--- config.mk ---
export PLATFORM = sky130hd
export DESIGN_NAME = amc_config_regs
export DESIGN_NICKNAME = d
export VERILOG_FILES = /design/src/amc_pkg.sv /design/src/amc_config_regs.sv /design/src/amc_word_format.sv
export SDC_FILE = /design/constraint.sdc
export NUM_CORES = 1
export LEC_CHECK = 0
export BUFFER_PORTS_ARGS = -buffer_cell sky130_fd_sc_hd__buf_4
export CAP_MARGIN = 30
export CORE_ASPECT_RATIO = 1.75
export CORE_MARGIN = 1.5
export CORE_UTILIZATION = 40
export DETAILED_ROUTE_END_ITERATION = 16
export GPL_TIMING_DRIVEN = 1
export PLACE_DENSITY = 0.72
export SLEW_MARGIN = 20
export SYNTH_ARGS = -nofsm -noshare
export SYNTH_HDL_FRONTEND = slang
export SYNTH_HIERARCHICAL = 1
export SYNTH_SLANG_ARGS = --single-unit
--- constraint.sdc ---
create_clock -name clk -period 3.4 [get_ports clk]
set_input_delay 0.68 -clock clk [delete_from_list [all_inputs] [get_ports clk]]
set_output_delay 0.68 -clock clk [all_outputs]
set_load 0.02 [all_outputs]
--- src/amc_pkg.sv ---
// Constants, field layout and state type of the mode and clock configuration registers
package amc_pkg;

  ////////////////////////////////////////////////////////////////////////////////
  // Register indices and byte addresses
  localparam logic [11:0] MODE_INDEX      = 12'h0002;
  localparam logic [11:0] CLOCK_INDEX     = 12'h0003;
  localparam logic [11:0] WORD_BYTES      = 12'h0004;
  localparam logic [11:0] MODE_ADDR       = 12'(MODE_INDEX * WORD_BYTES);
  localparam logic [11:0] CLOCK_ADDR      = 12'(CLOCK_INDEX * WORD_BYTES);
  localparam logic [11:0] IRQ_STATUS_ADDR = 12'h0010;
  localparam logic [11:0] IRQ_MASK_ADDR   = 12'h0014;

  ////////////////////////////////////////////////////////////////////////////////
  // Mode register fields
  localparam int MODE_REG_CRC_BIT   = 13;
  localparam int MODE_RX_CRC_BIT    = 12;
  localparam int MODE_CRC_POLY_BIT  = 11;
  localparam int MODE_RESET_BIT     = 10;
  localparam int MODE_WSIZE_LSB     = 8;
  localparam int MODE_TIMEOUT_BIT   = 4;
  localparam int MODE_FLOAT_BIT     = 1;
  localparam logic [15:0] MODE_RESET_VALUE = 16'h0510;
  localparam logic [15:0] MODE_WRITE_MASK  = 16'hFFFF;

  ////////////////////////////////////////////////////////////////////////////////
  // Clock register fields
  localparam int CLOCK_LANE_LSB     = 8;
  localparam int CLOCK_SRC_BIT      = 7;
  localparam int CLOCK_OSR_LSB      = 2;
  localparam int CLOCK_PWR_LSB      = 0;
  localparam logic [15:0] CLOCK_RESET_VALUE = 16'h0F8E;
  localparam logic [15:0] CLOCK_WRITE_MASK  = 16'h0FFF;

  ////////////////////////////////////////////////////////////////////////////////
  // Oversampling and word sizes
  localparam logic [15:0] OSR_BASE_COUNT  = 16'h0080;
  localparam logic [15:0] OSR_RESET_COUNT = 16'h0400;
  localparam logic [1:0]  WSIZE_16        = 2'h0;
  localparam logic [1:0]  WSIZE_24        = 2'h1;
  localparam logic [1:0]  WSIZE_32_PAD    = 2'h2;
  localparam logic [1:0]  WSIZE_32_SIGN   = 2'h3;

  ////////////////////////////////////////////////////////////////////////////////
  // Interrupt events
  localparam int IRQ_WIDTH          = 3;
  localparam int IRQ_MODE_WRITE     = 0;
  localparam int IRQ_CLOCK_WRITE    = 1;
  localparam int IRQ_RESET_CLEARED  = 2;

  typedef enum logic [1:0] {
    PWR_VERY_LOW,
    PWR_LOW,
    PWR_HIGH_RES
  } amc_power_e;

  typedef struct packed {
    logic [15:0]          mode;
    logic [15:0]          clock;
    logic [IRQ_WIDTH-1:0] irqStatus;
    logic [IRQ_WIDTH-1:0] irqMask;
    logic                 irq;
    logic [31:0]          prdata;
    logic                 pready;
    logic                 pslverr;
    logic [31:0]          dataWord;
    logic                 dataWordValid;
    logic [15:0]          oversampleCount;
    amc_power_e           powerMode;
    logic                 readyOut;
    logic                 readyOe;
  } amc_state_s;

  localparam amc_state_s STATE_RESET = '{
    mode:            MODE_RESET_VALUE,
    clock:           CLOCK_RESET_VALUE,
    irqStatus:       '0,
    irqMask:         '0,
    irq:             1'b0,
    prdata:          32'h0000_0000,
    pready:          1'b0,
    pslverr:         1'b0,
    dataWord:        32'h0000_0000,
    dataWordValid:   1'b0,
    oversampleCount: OSR_RESET_COUNT,
    powerMode:       PWR_HIGH_RES,
    readyOut:        1'b1,
    readyOe:         1'b1
  };

endpackage : amc_pkg

--- src/amc_config_regs.sv ---
// Mode and clock configuration registers with APB slave, interrupt and ready pin
//
// Summary of operation
// - Mode bit 13 turns register-map check code on; resets off.
// - Mode bit 12 turns input check code checking on; resets off.
// - Mode bit 11 picks polynomial: 0 CCITT, 1 ANSI, both paths.
// - Mode bit 10 reads 1 after reset; writing 0 clears it.
// - Mode bits 9:8 pick word length; 00 16 bits, 01 24 bits, reset 01.
// - Codes 10 and 11 give 32-bit words, zero padded or sign extended.
// - Mode bit 4 enables the serial timeout; resets enabled.
// - Mode bit 1: idle ready pin driven high or floated.
// - Clock bits 8 to 11 enable lanes 0 to 3; reset enabled.
// - Clock bit 7 picks internal oscillator or external clock; resets external.
// - Clock bits 4:2 give ratio 128 doubled per step; reset 1024.
// - Clock bits 1:0: very-low, low, high resolution; reset 10.
// - Clock register sits at index 03h, resets to 0F8Eh.
// - Mode register sits at index 02h, resets to 0510h.
`timescale 1ns/10ps
module amc_config_regs
  import amc_pkg::*;
(
  input  wire logic        clk,
  input  wire logic        reset_n,
  input  wire logic        psel,
  input  wire logic        penable,
  input  wire logic        pwrite,
  input  wire logic [11:0] paddr,
  input  wire logic [31:0] pwdata,
  input  wire logic [3:0]  pstrb,
  output logic      [31:0] prdata,
  output logic             pready,
  output logic             pslverr,
  output logic             irq,
  input  wire logic [23:0] sampleIn,
  input  wire logic        sampleValid,
  input  wire logic        conversionAvail,
  output logic      [31:0] dataWord,
  output logic             dataWordValid,
  output logic             regCrcOn,
  output logic             rxCrcOn,
  output logic             crcPolySel,
  output logic             resetSeen,
  output logic      [1:0]  word_size_sel,
  output logic             timeoutOn,
  output logic             ready_pin_float_sel,
  output logic             lane0_on,
  output logic             lane1_on,
  output logic             lane2_on,
  output logic             lane3_on,
  output logic             clkSrcExt,
  output logic      [2:0]  oversample_ratio,
  output logic      [15:0] oversampleCount,
  output logic      [1:0]  power_level_sel,
  output amc_power_e       powerMode,
  output logic             data_ready_pin_out,
  output logic             data_ready_pin_oe
);

  ////////////////////////////////////////////////////////////////////////////////
  // State and helpers

  amc_state_s  state;
  amc_state_s  next_state;
  logic [31:0] formattedWord;

  // Byte-lane merge; only the two low lanes carry register bits
  function automatic logic [15:0] merge_lanes(
    input logic [15:0] oldValue,
    input logic [31:0] wdata,
    input logic [3:0]  strb,
    input logic [15:0] writeMask
  );
    logic [15:0] laneMask;
    laneMask = {{8{strb[1]}}, {8{strb[0]}}} & writeMask;
    return (oldValue & ~laneMask) | (wdata[15:0] & laneMask);
  endfunction : merge_lanes

  function automatic amc_power_e decode_power(input logic [1:0] code);
    amc_power_e mode;
    mode = PWR_HIGH_RES;
    unique case (code)
      2'h0: begin
        mode = PWR_VERY_LOW;
      end
      2'h1: begin
        mode = PWR_LOW;
      end
      2'h2, 2'h3: begin
        mode = PWR_HIGH_RES;
      end
    endcase
    return mode;
  endfunction : decode_power

  ////////////////////////////////////////////////////////////////////////////////
  // Word formatting

  amc_word_format u_word_format (
    .sample      (sampleIn),
    .wordSizeSel (state.mode[MODE_WSIZE_LSB +: 2]),
    .word        (formattedWord)
  );

  ////////////////////////////////////////////////////////////////////////////////
  // Next state

  logic                 accessPhase;
  logic                 commit;
  logic                 writeCommit;
  logic                 hitMode;
  logic                 hitClock;
  logic                 hitStatus;
  logic                 hitMask;
  logic                 mapped;
  logic [15:0]          mergedMode;
  logic [15:0]          mergedClock;
  logic [IRQ_WIDTH-1:0] irqSet;
  logic [IRQ_WIDTH-1:0] irqClear;
  logic [2:0]           osrCode;

  always_comb begin
    next_state  = state;
    irqSet      = '0;
    irqClear    = '0;

    hitClock    = (paddr == CLOCK_ADDR);
    hitMode     = (paddr == MODE_ADDR);
    hitStatus   = (paddr == IRQ_STATUS_ADDR);
    hitMask     = (paddr == IRQ_MASK_ADDR);
    mapped      = hitMode | hitClock | hitStatus | hitMask;

    // Ready comes one cycle into the access phase so all outputs stay registered
    accessPhase = psel & penable;
    commit      = accessPhase & state.pready;
    writeCommit = commit & pwrite & mapped;

    mergedMode  = merge_lanes(state.mode, pwdata, pstrb, MODE_WRITE_MASK);
    mergedMode[MODE_RESET_BIT] = state.mode[MODE_RESET_BIT] & mergedMode[MODE_RESET_BIT];

    mergedClock = merge_lanes(state.clock, pwdata, pstrb, CLOCK_WRITE_MASK);

    ////////////////////////////////////////////////////////////////////////////
    // APB answer
    next_state.pready = accessPhase & ~state.pready;
    if (accessPhase && !state.pready) begin
      next_state.pslverr = ~mapped;
      next_state.prdata  = 32'h0000_0000;
      if (!pwrite) begin
        unique case (1'b1)
          hitMode: begin
            next_state.prdata = {16'h0000, state.mode};
          end
          hitClock: begin
            next_state.prdata = {16'h0000, state.clock & CLOCK_WRITE_MASK};
          end
          hitStatus: begin
            next_state.prdata = {{(32-IRQ_WIDTH){1'b0}}, state.irqStatus};
          end
          hitMask: begin
            next_state.prdata = {{(32-IRQ_WIDTH){1'b0}}, state.irqMask};
          end
          default: begin
            next_state.prdata = 32'h0000_0000;
          end
        endcase
      end
    end else if (commit) begin
      next_state.pslverr = 1'b0;
    end

    ////////////////////////////////////////////////////////////////////////////
    // Register writes
    if (writeCommit && hitMode) begin
      next_state.mode = mergedMode;
      irqSet[IRQ_MODE_WRITE] = 1'b1;
      if (state.mode[MODE_RESET_BIT] && !mergedMode[MODE_RESET_BIT]) begin
        irqSet[IRQ_RESET_CLEARED] = 1'b1;
      end
    end
    if (writeCommit && hitClock) begin
      next_state.clock = mergedClock;
      irqSet[IRQ_CLOCK_WRITE] = 1'b1;
    end
    if (writeCommit && hitMask) begin
      next_state.irqMask = pwdata[IRQ_WIDTH-1:0];
    end
    if (writeCommit && hitStatus) begin
      irqClear = pwdata[IRQ_WIDTH-1:0];
    end

    ////////////////////////////////////////////////////////////////////////////
    // Interrupts; a new event beats a clear in the same cycle
    next_state.irqStatus = (state.irqStatus & ~irqClear) | irqSet;
    next_state.irq       = |(next_state.irqStatus & next_state.irqMask);

    ////////////////////////////////////////////////////////////////////////////
    // Decoded configuration is registered in the same cycle as the stored fields, with no lag
    osrCode = next_state.clock[CLOCK_OSR_LSB +: 3];
    next_state.oversampleCount = OSR_BASE_COUNT << osrCode;
    next_state.powerMode = decode_power(next_state.clock[CLOCK_PWR_LSB +: 2]);

    ////////////////////////////////////////////////////////////////////////////
    // Output words
    // formatted word captured
    next_state.dataWordValid = sampleValid;
    if (sampleValid) begin
      next_state.dataWord = formattedWord;
    end

    ////////////////////////////////////////////////////////////////////////////
    // Ready pin is active low while data waits
    // idle high or floated
    if (conversionAvail) begin
      next_state.readyOut = 1'b0;
      next_state.readyOe  = 1'b1;
    end else begin
      next_state.readyOut = 1'b1;
      next_state.readyOe  = ~state.mode[MODE_FLOAT_BIT];
    end
  end

  ////////////////////////////////////////////////////////////////////////////////
  // State register

  always_ff @(posedge clk or negedge reset_n) begin
    if (!reset_n) begin
      state <= STATE_RESET;
    end else begin
      state <= next_state;
    end
  end

  ////////////////////////////////////////////////////////////////////////////////
  // Outputs, all straight from state flops

  assign prdata              = state.prdata;
  assign pready              = state.pready;
  assign pslverr             = state.pslverr;
  assign irq                 = state.irq;
  assign dataWord            = state.dataWord;
  assign dataWordValid       = state.dataWordValid;
  assign regCrcOn            = state.mode[MODE_REG_CRC_BIT];
  assign rxCrcOn             = state.mode[MODE_RX_CRC_BIT];
  assign crcPolySel          = state.mode[MODE_CRC_POLY_BIT];
  assign resetSeen           = state.mode[MODE_RESET_BIT];
  assign word_size_sel       = state.mode[MODE_WSIZE_LSB +: 2];
  assign timeoutOn           = state.mode[MODE_TIMEOUT_BIT];
  assign ready_pin_float_sel = state.mode[MODE_FLOAT_BIT];
  assign lane0_on            = state.clock[CLOCK_LANE_LSB];
  assign lane1_on            = state.clock[CLOCK_LANE_LSB + 1];
  assign lane2_on            = state.clock[CLOCK_LANE_LSB + 2];
  assign lane3_on            = state.clock[CLOCK_LANE_LSB + 3];
  assign clkSrcExt           = state.clock[CLOCK_SRC_BIT];
  assign oversample_ratio    = state.clock[CLOCK_OSR_LSB +: 3];
  assign oversampleCount     = state.oversampleCount;
  assign power_level_sel     = state.clock[CLOCK_PWR_LSB +: 2];
  assign powerMode           = state.powerMode;
  assign data_ready_pin_out  = state.readyOut;
  assign data_ready_pin_oe   = state.readyOe;

endmodule : amc_config_regs

--- src/amc_word_format.sv ---
// Output word formatter for the selected data word length
`timescale 1ns/10ps
module amc_word_format
  import amc_pkg::*;
(
  input  wire logic [23:0] sample,
  input  wire logic [1:0]  wordSizeSel,
  output logic      [31:0] word
);

  always_comb begin
    word = 32'h0000_0000;
    unique case (wordSizeSel)
      // Short words keep the most significant part of the result
      WSIZE_16: begin
        word = {16'h0000, sample[23:8]};
      end
      WSIZE_24: begin
        word = {8'h00, sample};
      end
      WSIZE_32_PAD: begin
        word = {sample, 8'h00};
      end
      WSIZE_32_SIGN: begin
        word = {{8{sample[23]}}, sample};
      end
    endcase
  end

endmodule : amc_word_format

# After elaboration in Yosys (flattened, before gate mapping)
# Index checks and enable logic that the tools add are counted.
[op_classes] eq_ne=10 n_reduce_logical=13 n_shift=1 bitwise=24 n_mux=14
[op_table] operator="32-bit one-hot mux with 4 select lines" count=1
[op_table] operator="16-bit one-hot mux with 4 select lines" count=1
[op_table] operator="16-bit AND" count=3
[op_table] operator="32-bit two-way mux" count=1
[op_table] operator="16-bit OR" count=2
[op_table] operator="12-bit by 4-bit == test with 1-bit output (second input constant)" count=2
[op_table] operator="12-bit by 5-bit == test with 1-bit output (second input constant)" count=2
[op_table] operator="16-bit by 12-bit AND with 16-bit output" count=1
[op_table] operator="12-bit NOT with 16-bit output" count=1
[op_table] operator="16-bit NOT" count=1
[op_table] operator="8-bit by 3-bit << shifter with 16-bit output (first input constant)" count=1
[op_table] operator="2-bit == test (second input constant)" count=4
[op_table] operator="1-bit AND" count=6
[op_table] operator="3-bit AND" count=2
[op_table] operator="1-bit logical AND" count=6
[op_table] operator="1-bit two-way mux" count=6
[op_table] operator="3-bit two-way mux" count=2
[op_table] operator="2-bit one-hot mux with 3 select lines" count=1
[op_table] operator="5-bit two-way mux" count=1
[op_table] operator="2-bit by 1-bit == test with 1-bit output (second input constant)" count=2
[op_table] operator="2-bit logical NOT" count=2
[op_table] operator="1-bit NOT" count=3
[op_table] operator="3-bit NOT" count=1
[op_table] operator="1-bit OR" count=3
[op_table] operator="6 further kinds" count=7
[totals] inputBits=79 register_bits=126 elab_cells=77 out_inout_bits=106

# Longest topological paths before layout
[logic_depth] depth_word=12 mapped_depth=7

# Modules after synthesis
# The synthesis kept the hierarchy.
[by_module_without_submodules] module="amc_config_regs" instances=1 cells_per_inst=387 area_per_inst_um2=4604.4 seq_area_each_um2=2444.8
[by_module_without_submodules] module="amc_word_format" instances=1 cells_per_inst=66 area_per_inst_um2=462.9 seq_area_each_um2=0.0

# Worst setup path before layout
# OpenSTA, ideal clock, no wires.
[synth_timing] kind="input to register" startpoint="in paddr[11]" endpoint="reg state (netlist bit irq)" setup_ps=126 path_buffers=1 path_stages=6 slack_ps=732 arrival_ps=2542 t_required_ps=3274 cell_sequence="or4_4 -> buf_6 -> or4_4 -> o41ai_2 -> nand2b_1 -> a221o_1"
[synth_lines] element="start: declaration" line_no="amc_config_regs.sv:27" text="input wire logic [11:0] paddr,"
[synth_lines] element="end signal: assignment" line_no="amc_config_regs.sv:229" text="state <= next_state;"
[synth_lines] element="end: declaration" line_no="amc_config_regs.sv:62" text="amc_state_s state;"

==> out/results.md <==
- most frequent cells after synthesis: 93 x sky130_fd_sc_hd__buf_4, 83 x sky130_fd_sc_hd__dfrtp_1, 52 x sky130_fd_sc_hd__mux2_2, 43 x sky130_fd_sc_hd__nand2_1, 30 x sky130_fd_sc_hd__o21ai_0
- Register-to-Register Path Depth: 5
- main combinational cell family by area after synthesis: multiplexers
- detail-routed net length per standard cell: 16.21 um
- CP max FO: 8
- endpoint kind of the worst setup timing path: register
- startpoint type of the worst setup path: input pin
- number of nets at the end of the flow: 605
- pin count of the biggest net entering global routing: 59
- remaining global-route overflow: 0
- wire length of the first global-routing pass: 17550 um
- synthesized-area fraction occupied by adder cells: 0%
- cell area after synthesis: 5067 um2
- count of hold buffers inserted by post-cts repair: 0
- Placeable Area: 12430 um2
- final-report hold violation count: 0
- instance count after placement with tap cells included: 683
- total detailed-routing wirelength: 11330 um
- crit path DAT: 2.93 ns
- Period Utilization, post-route: 79.60%
- count of distinct cell types in the synthesized netlist: 50
- unrepaired setup endpoints after global routing: false
- post-route antenna net violation count: 0
- Reg2Reg Setup Slack: 1.22 ns
- later-pin clock latency in the skew report: 0.34 ns
- accumulated negative setup slack: 0 ns
- global placement routability congestion: 0.8432
- detailed placement HPWL: 8473 um
- total of buffers placed on input and output ports: 142
- final worst clock skew: 0.006737 ns
- Layout Cells excl Fill: 699
- Syn Inst Count: 453
- detailed-route DRC error count: 0
- initial core utilization: 40.76%
- Fmax achieved: 0.3695 GHz
- count of vias placed by the detailed router: 3442
- violation count after the first detailed-route iteration: 102
- area growth from synthesis to final layout: 18.59%
- ratio of total power to cell area: 413.0 nW/um2
- number of maximum-capacitance constraint violations: 0
- share of the synthesized area in the top cell type: 40.99%
- Post-synth ARST share: 100.0%
- standby leakage power: 2.968 nW
- router iterations before antenna repair: 4
- Final Max Tran Viols: 0
- final core occ: 48.34%
- fraction of layout instances using a drive strength above 1: 44.82%
- placed instance area: 5700 um2
- TritonCTS clock tree: done
- detailed-route vias per instance: 4.924
- H-tree lvl count: 3
- simple-gate share of the synthesized area: 9.778%
- library cell occupying the most area in the post-synthesis netlist: sky130_fd_sc_hd__dfrtp_1
- synthesized area divided by synthesized cell count: 11.19 um2
- Setup Viol. Count Final: 0
- buffer depth of the longest clock path: 2
- post-synthesis compound-gate area fraction: 9.358%
- top_reg_cell synth: sky130_fd_sc_hd__dfrtp_1
- synth warn: 6
- die boundary width: 88.08 um
- CP Data Required Time: 3.62 ns
- longest individual stage delay on the worst path: 0.61 ns
- slowest CP cell: sky130_fd_sc_hd__or4b_1
- count of antenna diodes in the layout: 0
- Min Clock Period, post-route: 2.706 ns
- origin of the worst setup path: paddr[4]
- vias in the first global route: 3524
- multiplexer share of the synthesized area: 16.84%
- number of buffers created by CTS: 9
- top-count cell post-synth: sky130_fd_sc_hd__buf_4
- CTS Root Buffer Type: sky130_fd_sc_hd__clkbuf_16
- Clock Sink Count: 97
- status: finished, final reports clean
- post-synthesis register bit count: 97
- total die area: 13380 um2
- Critical Path, Cell by Cell: buf_4, or4b_1, nor4_2, nor3b_2, nand2_1, mux2_1
- Worst IR Drop VDD: 0.0002358 V
- global router's overall resource usage: 17.09%
- worst slew margin relative to its limit: 44.89%
- CTS clk-pin slew, worst paths: 0.07 ns
- origin of the critical flop-to-flop path: pready
- post-CTS repair timing setup buffer count: 0
- number of antenna violations at the first check in global routing: 0
- number of cells upsized or downsized after cts: 0
- Die Span Y: 151.9 um
- XOR/XNOR share of the synthesized area: 0.1728%
- number of flops mapped to enable cells by yosys: 0
- final-layout worst hold slack: 0.4035 ns
- num rows: 54
- ranking of synthesized cells by area: sky130_fd_sc_hd__dfrtp_1 41%, sky130_fd_sc_hd__buf_4 14%, sky130_fd_sc_hd__mux2_2 12%
- total I/O pin count: 185
- final design area excluding fillers: 6010 um2
- worst hold path class: input pin to asynchronous set/reset pin
- slew at the pin closest to its max-slew limit: 0.8266 ns
- Crit Path Class: input pin to register
- share of synthesized area occupied by flip-flops and latches: 48.25%
routing by layer:
layer	up-vias	share of wire [%]	track usage, %
met2	124	55	31.62
met5	-	0	0
met4	0	2.4	6.920
met1	1694	37	17.66
met3	20	5.5	4.291
li1	1604	-	-
layout by cell type, fill, tap and decap left out, drive strengths merged, types with 3 or more instances in the layout:
| cell type | count |
|---|---|
| inv | 6 |
| a221o | 4 |
| a21oi | 3 |
| nand2b | 8 |
| nor2b | 5 |
| clkbuf | 12 |
| or4 | 4 |
| a21boi | 8 |
| a221oi | 3 |
| mux2i | 20 |
| nand2 | 44 |
| conb | 24 |
| a22o | 15 |
| buf | 145 |
| dfstp | 14 |
| clkinvlp | 3 |
| nor3 | 5 |
| o21ai | 31 |
| nor2 | 12 |
| nor4 | 3 |
| mux2 | 58 |
| dfrtp | 83 |
per-stage QoR:
stage | setup WS (ns) | power [W]
global placement | 0.4312 | 0.001460
finish | 0.6937 | 0.002482
floorplan | 0.7323 | 0.001372
global route | 0.6494 | 0.002588
CTS | 0.7437 | 0.002508
detailed placement | 0.3955 | 0.001466
where the power goes:
group          internal (W)  switching (W)  total, W
Combinational      0.000109       0.000145  0.000254
Sequential          0.00118      0.0000114   0.00119
Clock              0.000611       0.000429   0.00104
Total               0.00190       0.000585   0.00248
kinds of logic after synthesis:
family,count (synthesis)
multiplexers,78
other,1
AO/OA/AOI/OAI,69
buffers and inverters,112
AND/OR/NAND/NOR,95
flip-flops,97
XOR/XNOR,1
final cells by class:
| class | count | area (um2) |
|---|---|---|
| Clock inverter | 4 | 52.55 |
| Timing Repair Buffer | 145 | 1101 |
| Clock buffer | 12 | 256.5 |
| Inverter | 6 | 22.52 |
| Sequential cell | 97 | 2445 |
| Tap cell | 168 | 210.2 |
| Fill cell | 1187 | 6422 |
| Multi-Input combinational cell | 267 | 1922 |
critical path: cells and delay by family:
kind                   cells  cell delay [ns]
muxes                      1             0.42
and+or+nand+nor            4             1.69
buffers and inverters      1             0.12
worst max path at each step:
stage | to | slack, ns
3_5_place_dp | register | 0.40
4_1_cts | register | 0.74
2_1_floorplan | irq | 0.73
3_3_place_gp | register | 0.43
6_report | register | 0.69
5_1_grt | register | 0.65
Note: power is estimated with default switching activity, not from simulation.
